==> config.mk <==
export PLATFORM = sky130hd
export DESIGN_NAME = ldo_regulator_control_regs
export DESIGN_NICKNAME = d
export VERILOG_FILES = /design/src/ldo_regs_pkg.sv /design/src/ldo_regulator_control_regs.sv /design/src/slot_timer.sv
export VERILOG_INCLUDE_DIRS = /design/src /design/src/src
export SDC_FILE = /design/constraint.sdc
export NUM_CORES = 1
export LEC_CHECK = 0
export ABC_AREA = 0
export BUFFER_PORTS_ARGS = -buffer_cell sky130_fd_sc_hd__buf_2
export CAP_MARGIN = 20
export CORE_AREA = 2 2 92 94
export DETAILED_ROUTE_END_ITERATION = 8
export DIE_AREA = 0 0 94 96
export PLACE_DENSITY_LB_ADDON = 0.12
export RECOVER_POWER = 25
export SETUP_SLACK_MARGIN = 0.2
export SLEW_MARGIN = 20
export SYNTH_ARGS = -nofsm -noshare
export SYNTH_HDL_FRONTEND = slang
export SYNTH_SLANG_ARGS = --single-unit
==> constraint.sdc <==
create_clock -name ref_clk_i -period 2.7 [get_ports ref_clk_i]
set_input_delay 0.54 -clock ref_clk_i [delete_from_list [all_inputs] [get_ports ref_clk_i]]
set_output_delay 0.54 -clock ref_clk_i [all_outputs]
set_load 0.02 [all_outputs]
==> src/ldo_regs_defs.svh <==
// Register offsets, field positions, reset values and timing counts for the regulator control bank.
`ifndef LDO_REGS_DEFS_SVH
`define LDO_REGS_DEFS_SVH

`define ADDR_REG2_LOW_POWER 8'hcd
`define ADDR_REG3_CONTROL 8'hce
`define ADDR_REG3_SEQUENCING 8'hcf
`define ADDR_IRQ_STATUS 8'hd8
`define ADDR_IRQ_MASK 8'hd9
`define ADDR_STATE 8'hda

`define HIB_BEHAV_MSB 13
`define HIB_BEHAV_LSB 12
`define HIB_SRC_MSB 9
`define HIB_SRC_LSB 8
`define VCODE_MSB 4
`define VCODE_LSB 0
`define SWITCH_BIT 14
`define FLOAT_BIT 10
`define FAULT_ACT_MSB 15
`define FAULT_ACT_LSB 14
`define START_SLOT_MSB 13
`define START_SLOT_LSB 10
`define STOP_SLOT_MSB 9
`define STOP_SLOT_LSB 6

`define RST_IMAGE_CODE 5'h1c
`define RST_VCODE 5'h1b
`define RST_START_SLOT 4'h1
`define RST_STOP_SLOT 4'h0
`define RST_FAULT_ACT 2'h0

`define SLOT_COUNT 14
`define SLOT_TIME_US 2000
`define CLK_MHZ 10
`define SLOT_CYCLES (`SLOT_TIME_US * `CLK_MHZ)

`define IRQ_FAULT_BIT 0
`define IRQ_SEQ_DONE_BIT 1

`endif

==> src/ldo_regs_pkg.sv <==
// Types shared by the regulator control bank.
package ldo_regs_pkg;
  typedef enum logic [3:0] {
    SEQ_OFF = 4'b0001,
    SEQ_START = 4'b0010,
    SEQ_ACTIVE = 4'b0100,
    SEQ_STOP = 4'b1000
  } seq_state_e;
  typedef logic [4:0] vcode_t;
  typedef logic [3:0] slot_t;
endpackage

==> src/ldo_regulator_control_regs.sv <==
// Control registers, hibernate, sequencing and fault handling for the second and third regulators.
`timescale 1ns/1ns
`include "ldo_regs_defs.svh"
module ldo_regulator_control_regs #(
  parameter int SLOT_CYCLES = `SLOT_CYCLES,
  parameter logic [4:0] VCODE_DEFAULT = `RST_VCODE,
  parameter logic [3:0] START_SLOT_DEFAULT = `RST_START_SLOT
) (
  // Clock and reset.
  input wire logic ref_clk_i,
  input wire logic rst_n_i,
  // Register port.
  input wire logic [7:0] addr_i,
  input wire logic [15:0] wdata_i,
  input wire logic wr_i,
  input wire logic rd_i,
  output logic [15:0] rdata_o,
  // Power state machine requests.
  input wire logic power_up_i,
  input wire logic power_down_i,
  input wire logic sm_reset_i,
  // Hibernate sources.
  input wire logic hibernate_bit_i,
  input wire logic low_power_input_1_i,
  input wire logic low_power_input_2_i,
  input wire logic low_power_input_3_i,
  // Other regulators and fault.
  input wire logic reg1_enabled_i,
  input wire logic reg4_enabled_i,
  input wire logic reg2_enabled_i,
  input wire logic reg3_fault_i,
  // Regulator controls.
  output logic [4:0] reg2_vcode_o,
  output logic reg2_enable_o,
  output logic reg3_enable_o,
  output logic [4:0] reg3_vcode_o,
  output logic reg3_switch_o,
  output logic reg3_discharge_o,
  output logic system_shutdown_o,
  output logic irq_o
);
  import ldo_regs_pkg::*;

  ////////////////////////////////////////////////////////////////////////////////
  // Register map as seen by software:
  //   low-power word of the second regulator: behaviour 13:12, source 9:8, image code 4:0;
  //   control word of the third regulator: switch 14, float 10, voltage code 4:0;
  //   sequencing word of the third regulator: fault action 15:14, start slot 13:10, stop slot 9:6;
  //   interrupt status and mask words: fault in bit 0, sequence done in bit 1;
  //   state word, read only: regulator on 12, slot 11:8, one-hot state 3:0.
  // Bits that hold no field read as zero and ignore what is written to them.
  // Only the power state machine or a full reset restores defaults; a variant picks the voltage code and start slot defaults by parameter.
  // Register fields.
  logic [1:0] reg2_hibernate_behaviour;
  logic [1:0] reg2_hibernate_source;
  vcode_t reg2_image_voltage_code;
  logic reg3_switch_mode;
  logic reg3_output_float;
  vcode_t reg3_voltage_code;
  logic [1:0] reg3_fault_action;
  slot_t reg3_startup_slot;
  slot_t reg3_shutdown_slot;
  logic [1:0] irq_status;
  logic [1:0] irq_mask;

  // Sequencer state and the controls derived from it.
  seq_state_e state;
  seq_state_e next_state;
  slot_t slot;
  logic slot_tick;
  logic reg3_on;
  logic reg2_hib;
  logic reg3_fault_kill;
  logic [1:0] irq_set;
  logic last_slot;

  // Millivolt value of a code, used only for the third regulator's voltage code check.
  // The lower half of the codes steps finely for core rails, the upper half coarsely for I/O rails.
  function automatic logic [11:0] code_to_mv(input vcode_t code);
    if (!code[4]) begin
      code_to_mv = 12'(900 + 50 * int'(code[3:0]));
    end else begin
      code_to_mv = 12'(1800 + 100 * int'(code[3:0]));
    end
  endfunction

  // Hibernate source select.
  function automatic logic pick_source(input logic [1:0] sel, input logic b, input logic p1, input logic p2,
                                       input logic p3);
    unique case (sel)
      2'h0: pick_source = b;
      2'h1: pick_source = p1;
      2'h2: pick_source = p2;
      2'h3: pick_source = p3;
    endcase
  endfunction

  logic [11:0] reg3_mv;
  assign reg3_mv = code_to_mv(reg3_voltage_code);

  ////////////////////////////////////////////////////////////////////////////////
  // Fields are written by software, but only the power state machine or a full reset restores defaults.
  // A write updates every field of the addressed word at once; fields cannot be written singly.
  always_ff @(posedge ref_clk_i) begin
    if (!rst_n_i || sm_reset_i) begin
      reg2_hibernate_behaviour <= 2'h0;
      reg2_hibernate_source <= 2'h0;
      reg2_image_voltage_code <= `RST_IMAGE_CODE;
      reg3_switch_mode <= 1'b0;
      reg3_output_float <= 1'b0;
      reg3_voltage_code <= VCODE_DEFAULT;
      reg3_fault_action <= `RST_FAULT_ACT;
      reg3_startup_slot <= START_SLOT_DEFAULT;
      reg3_shutdown_slot <= `RST_STOP_SLOT;
    end else if (wr_i) begin
      unique case (addr_i)
        `ADDR_REG2_LOW_POWER: begin
          reg2_hibernate_behaviour <= wdata_i[`HIB_BEHAV_MSB:`HIB_BEHAV_LSB];
          reg2_hibernate_source <= wdata_i[`HIB_SRC_MSB:`HIB_SRC_LSB];
          reg2_image_voltage_code <= wdata_i[`VCODE_MSB:`VCODE_LSB];
        end
        `ADDR_REG3_CONTROL: begin
          reg3_switch_mode <= wdata_i[`SWITCH_BIT];
          reg3_output_float <= wdata_i[`FLOAT_BIT];
          reg3_voltage_code <= wdata_i[`VCODE_MSB:`VCODE_LSB];
        end
        `ADDR_REG3_SEQUENCING: begin
          reg3_fault_action <= wdata_i[`FAULT_ACT_MSB:`FAULT_ACT_LSB];
          reg3_startup_slot <= wdata_i[`START_SLOT_MSB:`START_SLOT_LSB];
          reg3_shutdown_slot <= wdata_i[`STOP_SLOT_MSB:`STOP_SLOT_LSB];
        end
        default: begin
        end
      endcase
    end
  end

  ////////////////////////////////////////////////////////////////////////////////
  // The tick that closes the last slot ends either sequence and raises the done event.
  assign last_slot = slot_tick && (slot == 4'(`SLOT_COUNT));

  // Interrupt events: every fault cycle counts, whatever the fault action says.
  assign irq_set[`IRQ_FAULT_BIT] = reg3_fault_i;
  assign irq_set[`IRQ_SEQ_DONE_BIT] = last_slot;

  // Sticky status; hardware set wins over a write-one clear in the same cycle, so no event is lost.
  always_ff @(posedge ref_clk_i) begin
    if (!rst_n_i) begin
      irq_status <= 2'h0;
    end else begin
      irq_status <= (irq_status & ~((wr_i && addr_i == `ADDR_IRQ_STATUS) ? wdata_i[1:0] : 2'h0)) | irq_set;
    end
  end

  // Mask of the same layout; a set bit lets its status bit reach the interrupt line.
  always_ff @(posedge ref_clk_i) begin
    if (!rst_n_i) begin
      irq_mask <= 2'h0;
    end else if (wr_i && addr_i == `ADDR_IRQ_MASK) begin
      irq_mask <= wdata_i[1:0];
    end
  end

  // Level interrupt, registered so it leaves straight from a flip-flop.
  always_ff @(posedge ref_clk_i) begin
    if (!rst_n_i) begin
      irq_o <= 1'b0;
    end else begin
      irq_o <= |(irq_status & irq_mask);
    end
  end

  ////////////////////////////////////////////////////////////////////////////////
  // Read port, data stand in the cycle after the strobe; unmapped reads give zero.
  // Reads have no side effects, so software may poll the status word freely.
  always_ff @(posedge ref_clk_i) begin
    if (!rst_n_i) begin
      rdata_o <= 16'h0;
    end else if (rd_i) begin
      unique case (addr_i)
        `ADDR_REG2_LOW_POWER: rdata_o <= {2'h0, reg2_hibernate_behaviour, 2'h0, reg2_hibernate_source,
                                          3'h0, reg2_image_voltage_code};
        `ADDR_REG3_CONTROL: rdata_o <= {1'b0, reg3_switch_mode, 3'h0, reg3_output_float, 5'h0, reg3_voltage_code};
        `ADDR_REG3_SEQUENCING: rdata_o <= {reg3_fault_action, reg3_startup_slot, reg3_shutdown_slot, 6'h0};
        `ADDR_IRQ_STATUS: rdata_o <= {14'h0, irq_status};
        `ADDR_IRQ_MASK: rdata_o <= {14'h0, irq_mask};
        `ADDR_STATE: rdata_o <= {3'h0, reg3_on, slot, 4'h0, state};
        default: rdata_o <= 16'h0;
      endcase
    end else begin
      rdata_o <= 16'h0;
    end
  end

  ////////////////////////////////////////////////////////////////////////////////
  // Sequencer: fourteen ascending slots each way, paced by the slot divider.
  // The divider is held while the sequencer rests, so every sequence starts on a fresh slot.
  slot_timer #(.CYCLES(SLOT_CYCLES)) u_slot_timer (
    .ref_clk_i(ref_clk_i),
    .rst_n_i(rst_n_i),
    .run_i(state == SEQ_START || state == SEQ_STOP),
    .tick_o(slot_tick)
  );

  // Requests outside the state that takes them are ignored; a system fault ends the active state.
  always_comb begin
    next_state = state;
    unique case (state)
      SEQ_OFF: if (power_up_i) next_state = SEQ_START;
      SEQ_START: if (last_slot) next_state = SEQ_ACTIVE;
      SEQ_ACTIVE: if (power_down_i || reg3_fault_kill) next_state = SEQ_STOP;
      SEQ_STOP: if (last_slot) next_state = SEQ_OFF;
    endcase
  end

  // Slot numbering restarts at one on every sequence and rests at zero outside them.
  always_ff @(posedge ref_clk_i) begin
    if (!rst_n_i) begin
      state <= SEQ_OFF;
      slot <= 4'h0;
    end else begin
      state <= next_state;
      if (next_state != state) begin
        slot <= (next_state == SEQ_START || next_state == SEQ_STOP) ? 4'h1 : 4'h0;
      end else if (slot_tick) begin
        slot <= slot + 4'h1;
      end
    end
  end

  // A system-level fault action drives the whole system down and stays until reset.
  assign reg3_fault_kill = reg3_fault_i && reg3_fault_action[1];

  // Third regulator enable follows its slots; a regulator-level fault drops it at once.
  // The fault outranks a slot that matches in the same cycle, so a faulty rail is not switched
  // back on; it waits for the next start sequence.
  always_ff @(posedge ref_clk_i) begin
    if (!rst_n_i) begin
      reg3_on <= 1'b0;
    end else if (reg3_fault_i && reg3_fault_action == 2'h1) begin
      reg3_on <= 1'b0;
    end else if (state == SEQ_START && slot_tick && slot == reg3_startup_slot) begin
      reg3_on <= 1'b1;
    end else if (next_state == SEQ_ACTIVE && state != SEQ_ACTIVE && reg3_startup_slot == 4'hf) begin
      reg3_on <= 1'b1;
    end else if (state == SEQ_STOP && slot_tick && slot == reg3_shutdown_slot) begin
      reg3_on <= 1'b0;
    end else if (next_state == SEQ_OFF && state != SEQ_OFF) begin
      reg3_on <= 1'b0;
    end
  end

  ////////////////////////////////////////////////////////////////////////////////
  // Hibernate of the second regulator follows the selected source level.
  // The source is a level, so the regulator leaves hibernate one cycle after it falls.
  assign reg2_hib = pick_source(reg2_hibernate_source, hibernate_bit_i, low_power_input_1_i,
                                low_power_input_2_i, low_power_input_3_i);

  // Second regulator outputs; reserved behaviour codes leave the regulator in normal operation.
  always_ff @(posedge ref_clk_i) begin
    if (!rst_n_i) begin
      reg2_vcode_o <= 5'h0;
      reg2_enable_o <= 1'b1;
    end else begin
      reg2_vcode_o <= (reg2_hib && reg2_hibernate_behaviour == 2'h0) ? reg2_image_voltage_code
                                                                     : 5'h0;
      reg2_enable_o <= !(reg2_hib && reg2_hibernate_behaviour == 2'h1);
    end
  end

  ////////////////////////////////////////////////////////////////////////////////
  // Third regulator outputs, one cycle behind the fields and the enable state.
  always_ff @(posedge ref_clk_i) begin
    if (!rst_n_i) begin
      reg3_enable_o <= 1'b0;
      reg3_vcode_o <= 5'h0;
      reg3_switch_o <= 1'b0;
    end else begin
      reg3_enable_o <= reg3_on;
      // The code is meaningless to a switch, so a zero code is shown in switch mode.
      reg3_vcode_o <= reg3_switch_mode ? 5'h0 : (reg3_mv != 12'h0 ? reg3_voltage_code : 5'h0);
      reg3_switch_o <= reg3_switch_mode;
    end
  end

  // Discharge while off; the all-off override protects a rail that every regulator has let go of.
  always_ff @(posedge ref_clk_i) begin
    if (!rst_n_i) begin
      reg3_discharge_o <= 1'b1;
    end else begin
      reg3_discharge_o <= !reg3_on && (!reg3_output_float ||
                          !(reg1_enabled_i || reg2_enabled_i || reg4_enabled_i));
    end
  end

  // System shutdown is sticky; only a full reset brings the system back, not a field reset.
  always_ff @(posedge ref_clk_i) begin
    if (!rst_n_i) begin
      system_shutdown_o <= 1'b0;
    end else if (reg3_fault_kill) begin
      system_shutdown_o <= 1'b1;
    end
  end
endmodule // ldo_regulator_control_regs

==> src/slot_timer.sv <==
// Slot pacing divider that emits a one-cycle tick per sequencer slot.
`timescale 1ns/1ns
module slot_timer #(
  parameter int CYCLES = 20000
) (
  // Clock and reset.
  input wire logic ref_clk_i,
  input wire logic rst_n_i,
  // Control.
  input wire logic run_i,
  output logic tick_o
);
  logic [31:0] count;

  // Counter restarts whenever the sequencer is idle so every slot is full length.
  always_ff @(posedge ref_clk_i) begin
    if (!rst_n_i || !run_i) begin
      // The registered tick lands one cycle after the last count, so a run starts one count ahead.
      // Without this the first slot of every sequence would be one cycle longer than the rest.
      count <= (CYCLES > 1) ? 32'h1 : 32'h0;
      tick_o <= 1'b0;
    end else if (count == 32'(CYCLES - 1)) begin
      count <= 32'h0;
      tick_o <= 1'b1;
    end else begin
      count <= count + 32'h1;
      tick_o <= 1'b0;
    end
  end
endmodule // slot_timer

==> impl_metrics.ini <==
[route]
first_pass_iters = 5
vias_per_cell = 5.56
drt_iter0_drc = 183
drt_wl_total_um = 10200
remaining_drc_errors = 0
ant_nets = 0
vias = 3830
wl_per_cell_um = 14.8

[sta]
relSlewSlack_pct = 52.0
hold_viol_final = 0
rsz0062_at_grt = false
setup_viol = 0
post-route-min-period_ns = 2.31
timing.final.ws_setup_ns = 0.386
worst_pin_slew_ns = 0.721
finalCritPeriodShare_pct = 85.7
fin_skew_ns = 0.00609
slew_violations = 0
fmax_mhz = 432
finalSetupTns_ns = 0

[placed_design]
routabilityCongestion = 0.871
dp_hpwl_um = 7420
placed_cell_area_um2 = 4840
place_ws_ns = 0.403
portBuffers = 68

[power]
swShare_pct = 23.2
clock_power_share_pct = 36.6
ir_worst_vdd_v = 0.000317
total_power_mw = 2.64
powerDensity_nw_per_um2 = 528
leakagePower_nw = 1.75
p_sw_mw = 0.613
intPower_mw = 2.03
combPwrFrac_pct = 4.9
seqPwrFrac_pct = 58.4

[yosys]
synth-simple-area-share_pct = 29.1
synth-edff-count = 0
synth_top_family_by_area = simple AND/OR/NAND/NOR gates
synthXorXnorAreaFrac_pct = 8.35
seq_area_frac_synth_pct = 46.8
synth_compound_gate_area_share_pct = 9.85
synth_top_cell_by_area = dfxtp_1
synthMuxAreaShare_pct = 0.909
syn_nets = 556
yosysWarningCount = 0
async_flop_share_pct = 0
synth_top_cell_area_share_pct = 46.8
synth_area_per_cell_um2 = 8.57
ys_ff_latch = 103
yosysUniqueCellTypes = 53
ys.flop_type = dfxtp_1
synthCells = 514
synth_area_um2 = 4410
synthAdderAreaFrac_pct = 0.852
yosys-top-cells-area = dfxtp_1 47%, nand3_1 5.5%, nand2_1 5.5%, nor2_1 5.2%, xnor2_1 5.0%

[critical_path]
r2r-start = u_slot_timer.count[8]
r2r_cells = 7
timing.rr.end = u_slot_timer.count[27]
reg2reg_setup_slack_ns = 0.39
cpPeakStageDelay_ns = 0.50
slowest_stage = or4b_1
worstPathMaxFanout = 30
crit_path_cell_trace = or4b_1 > or4_1 > nor3_1 > nand4_1 > nand2_2 > buf_12 > nor2_1
start_kind = flip-flop
crit_path_end_kind = flip-flop
crit_required_ns = 2.95
critical_path_class = flip-flop to flip-flop
cp.arrival_ns = 2.57

[floorplan]
dieArea_um2 = 9020
die-height_um = 96
die_w_um = 94
rows = 33
start_util_pct = 54.7
core_um2 = 8050
ioPinCount = 71

[min_path]
hold_start = wdata_i[4]
hold_path_class = input port to flip-flop
min_to = reg3_voltage_code[4]
min_delay_path_depth = 3

[global_routing]
grt_usage_pct = 22.8
antenna_found_initial = 0
grt.overflow.total = 0
grt_pass1_vias = 3399
grt_max_degree = 31
grt_pass1_wl_um = 16100

[finish]
mostFrequentLayoutCell = dfxtp_1
drive_gt1_share_pct = 13.7
final_cell_mix = 103 x dfxtp_1, 64 x nand2_1, 61 x nor2_1
antenna-diode-count = 0
fin_util_pct = 62.1
area_growth_pct = 13.5
fin_area_um2 = 5000
final_net_count = 622

[cts]
clkTransAtPathRegs_ns = 0.10
clkLatencyLatePin_ns = 0.36
postCtsHoldBufs = 0
cts_made_buffers = 9
cts_max_level = 3
cts_tree = yes
cts.sinks = 103
cts_buffer_depth = 2
ctsResizeCount = 0
root_buffer = clkbuf_8
post_cts_buffers = 0

[outcome]
status = finished clean

[job]
cap_violations = 0
## worst max path at each step
stage,start,slack (ns),cells past startpoint,endpoint
floorplan,u_slot_timer.count[8],0.67,7,u_slot_timer.count[20]
global placement,u_slot_timer.count[8],0.45,7,u_slot_timer.count[31]
detailed placement,u_slot_timer.count[8],0.40,7,u_slot_timer.count[18]
CTS,u_slot_timer.count[8],0.38,7,u_slot_timer.count[3]
global route,u_slot_timer.count[8],0.24,7,u_slot_timer.count[31]
finish,u_slot_timer.count[8],0.39,7,u_slot_timer.count[27]
## layer usage
metal  track usage [%]  wire length (um)
met4              7.13               110
met5                 0                 0
met3              3.29               573
met1              31.9              4720
met2              36.5              4770
## cells by family (layout without fill, tap and decap cells)
| kind of cell | count (synthesis) | after routing |
|---|---|---|
| buffers and inverters | 35 | 105 |
| AOI/OAI and AO/OA | 68 | 68 |
| muxes | 4 | 4 |
| DFF | 103 | 103 |
| and+or+nand+nor | 258 | 258 |
| other | 1 | 1 |
| xor gates and xnor gates | 42 | 42 |
| adders and majority gates | 3 | 3 |
## sequential cells by signal, indices dropped and copies added (netlist names), 2 cells and up
signal	flops
u_slot_timer.count	32
rdata_o	15
reg3_shutdown_slot	4
slot	4
reg2_hibernate_source	2
reg3_startup_slot	4
reg2_vcode_o	5
reg2_hibernate_behaviour	2
irq_status	2
reg3_voltage_code	5
reg3_vcode_o	5
reg3_fault_action	2
reg2_image_voltage_code	5
irq_mask	2
state	4
## cells in the mapped netlist, types with 4 or more instances
cell      count
nand4_1      10
nand2b_1      4
nor3_1       11
nand3b_1      4
mux2i_1       4
and3_1        5
dfxtp_1     103
nor4b_1       4
nand2_1      64
nand3_1      48
nor4_1        6
a22oi_1      18
a21oi_1      30
and2_1       16
o21ai_0       4
or3_1         4
xor2_1       17
clkbuf_1     17
inv_1        10
xnor2_1      25
nor2_1       61
## stage by stage
step | hold slack, ns | instances
6_report | 0.418 | 689
4_1_cts | 0.417 | 689
3_3_place_gp | 0.421 | 674
5_1_grt | 0.419 | 689
3_5_place_dp | 0.440 | 674
2_1_floorplan | 0.385 | 514
## worst max-delay path, delay by kind of cell, from the launching register on
| family | cells | cell delay, ns |
|---|---|---|
| buffers and inverters | 1 | 0.18 |
| DFF | 1 | 0.35 |
| and+or+nand+nor | 6 | 1.67 |
## cell type report
class | instances | area (um2)
multi-input combinational | 376 | 2170
timing repair buffer | 80 | 409
clock inverter | 5 | 58.8
sequential | 103 | 2060
clock buffer | 10 | 138
tap | 105 | 131
fill | 729 | 3050
inverter | 10 | 37.5
## power by group through the flow
stage          Clock (mW)  Sequential [mW]  Combinational (mW)
5_1_grt              1.04             1.55               0.143
4_1_cts             0.974             1.54               0.133
3_3_place_gp            0             1.58               0.130
6_report            0.969             1.54               0.130
3_5_place_dp            0             1.58               0.133
2_1_floorplan           0             1.58              0.0797
Note: power is estimated with default switching activity, not from simulation.
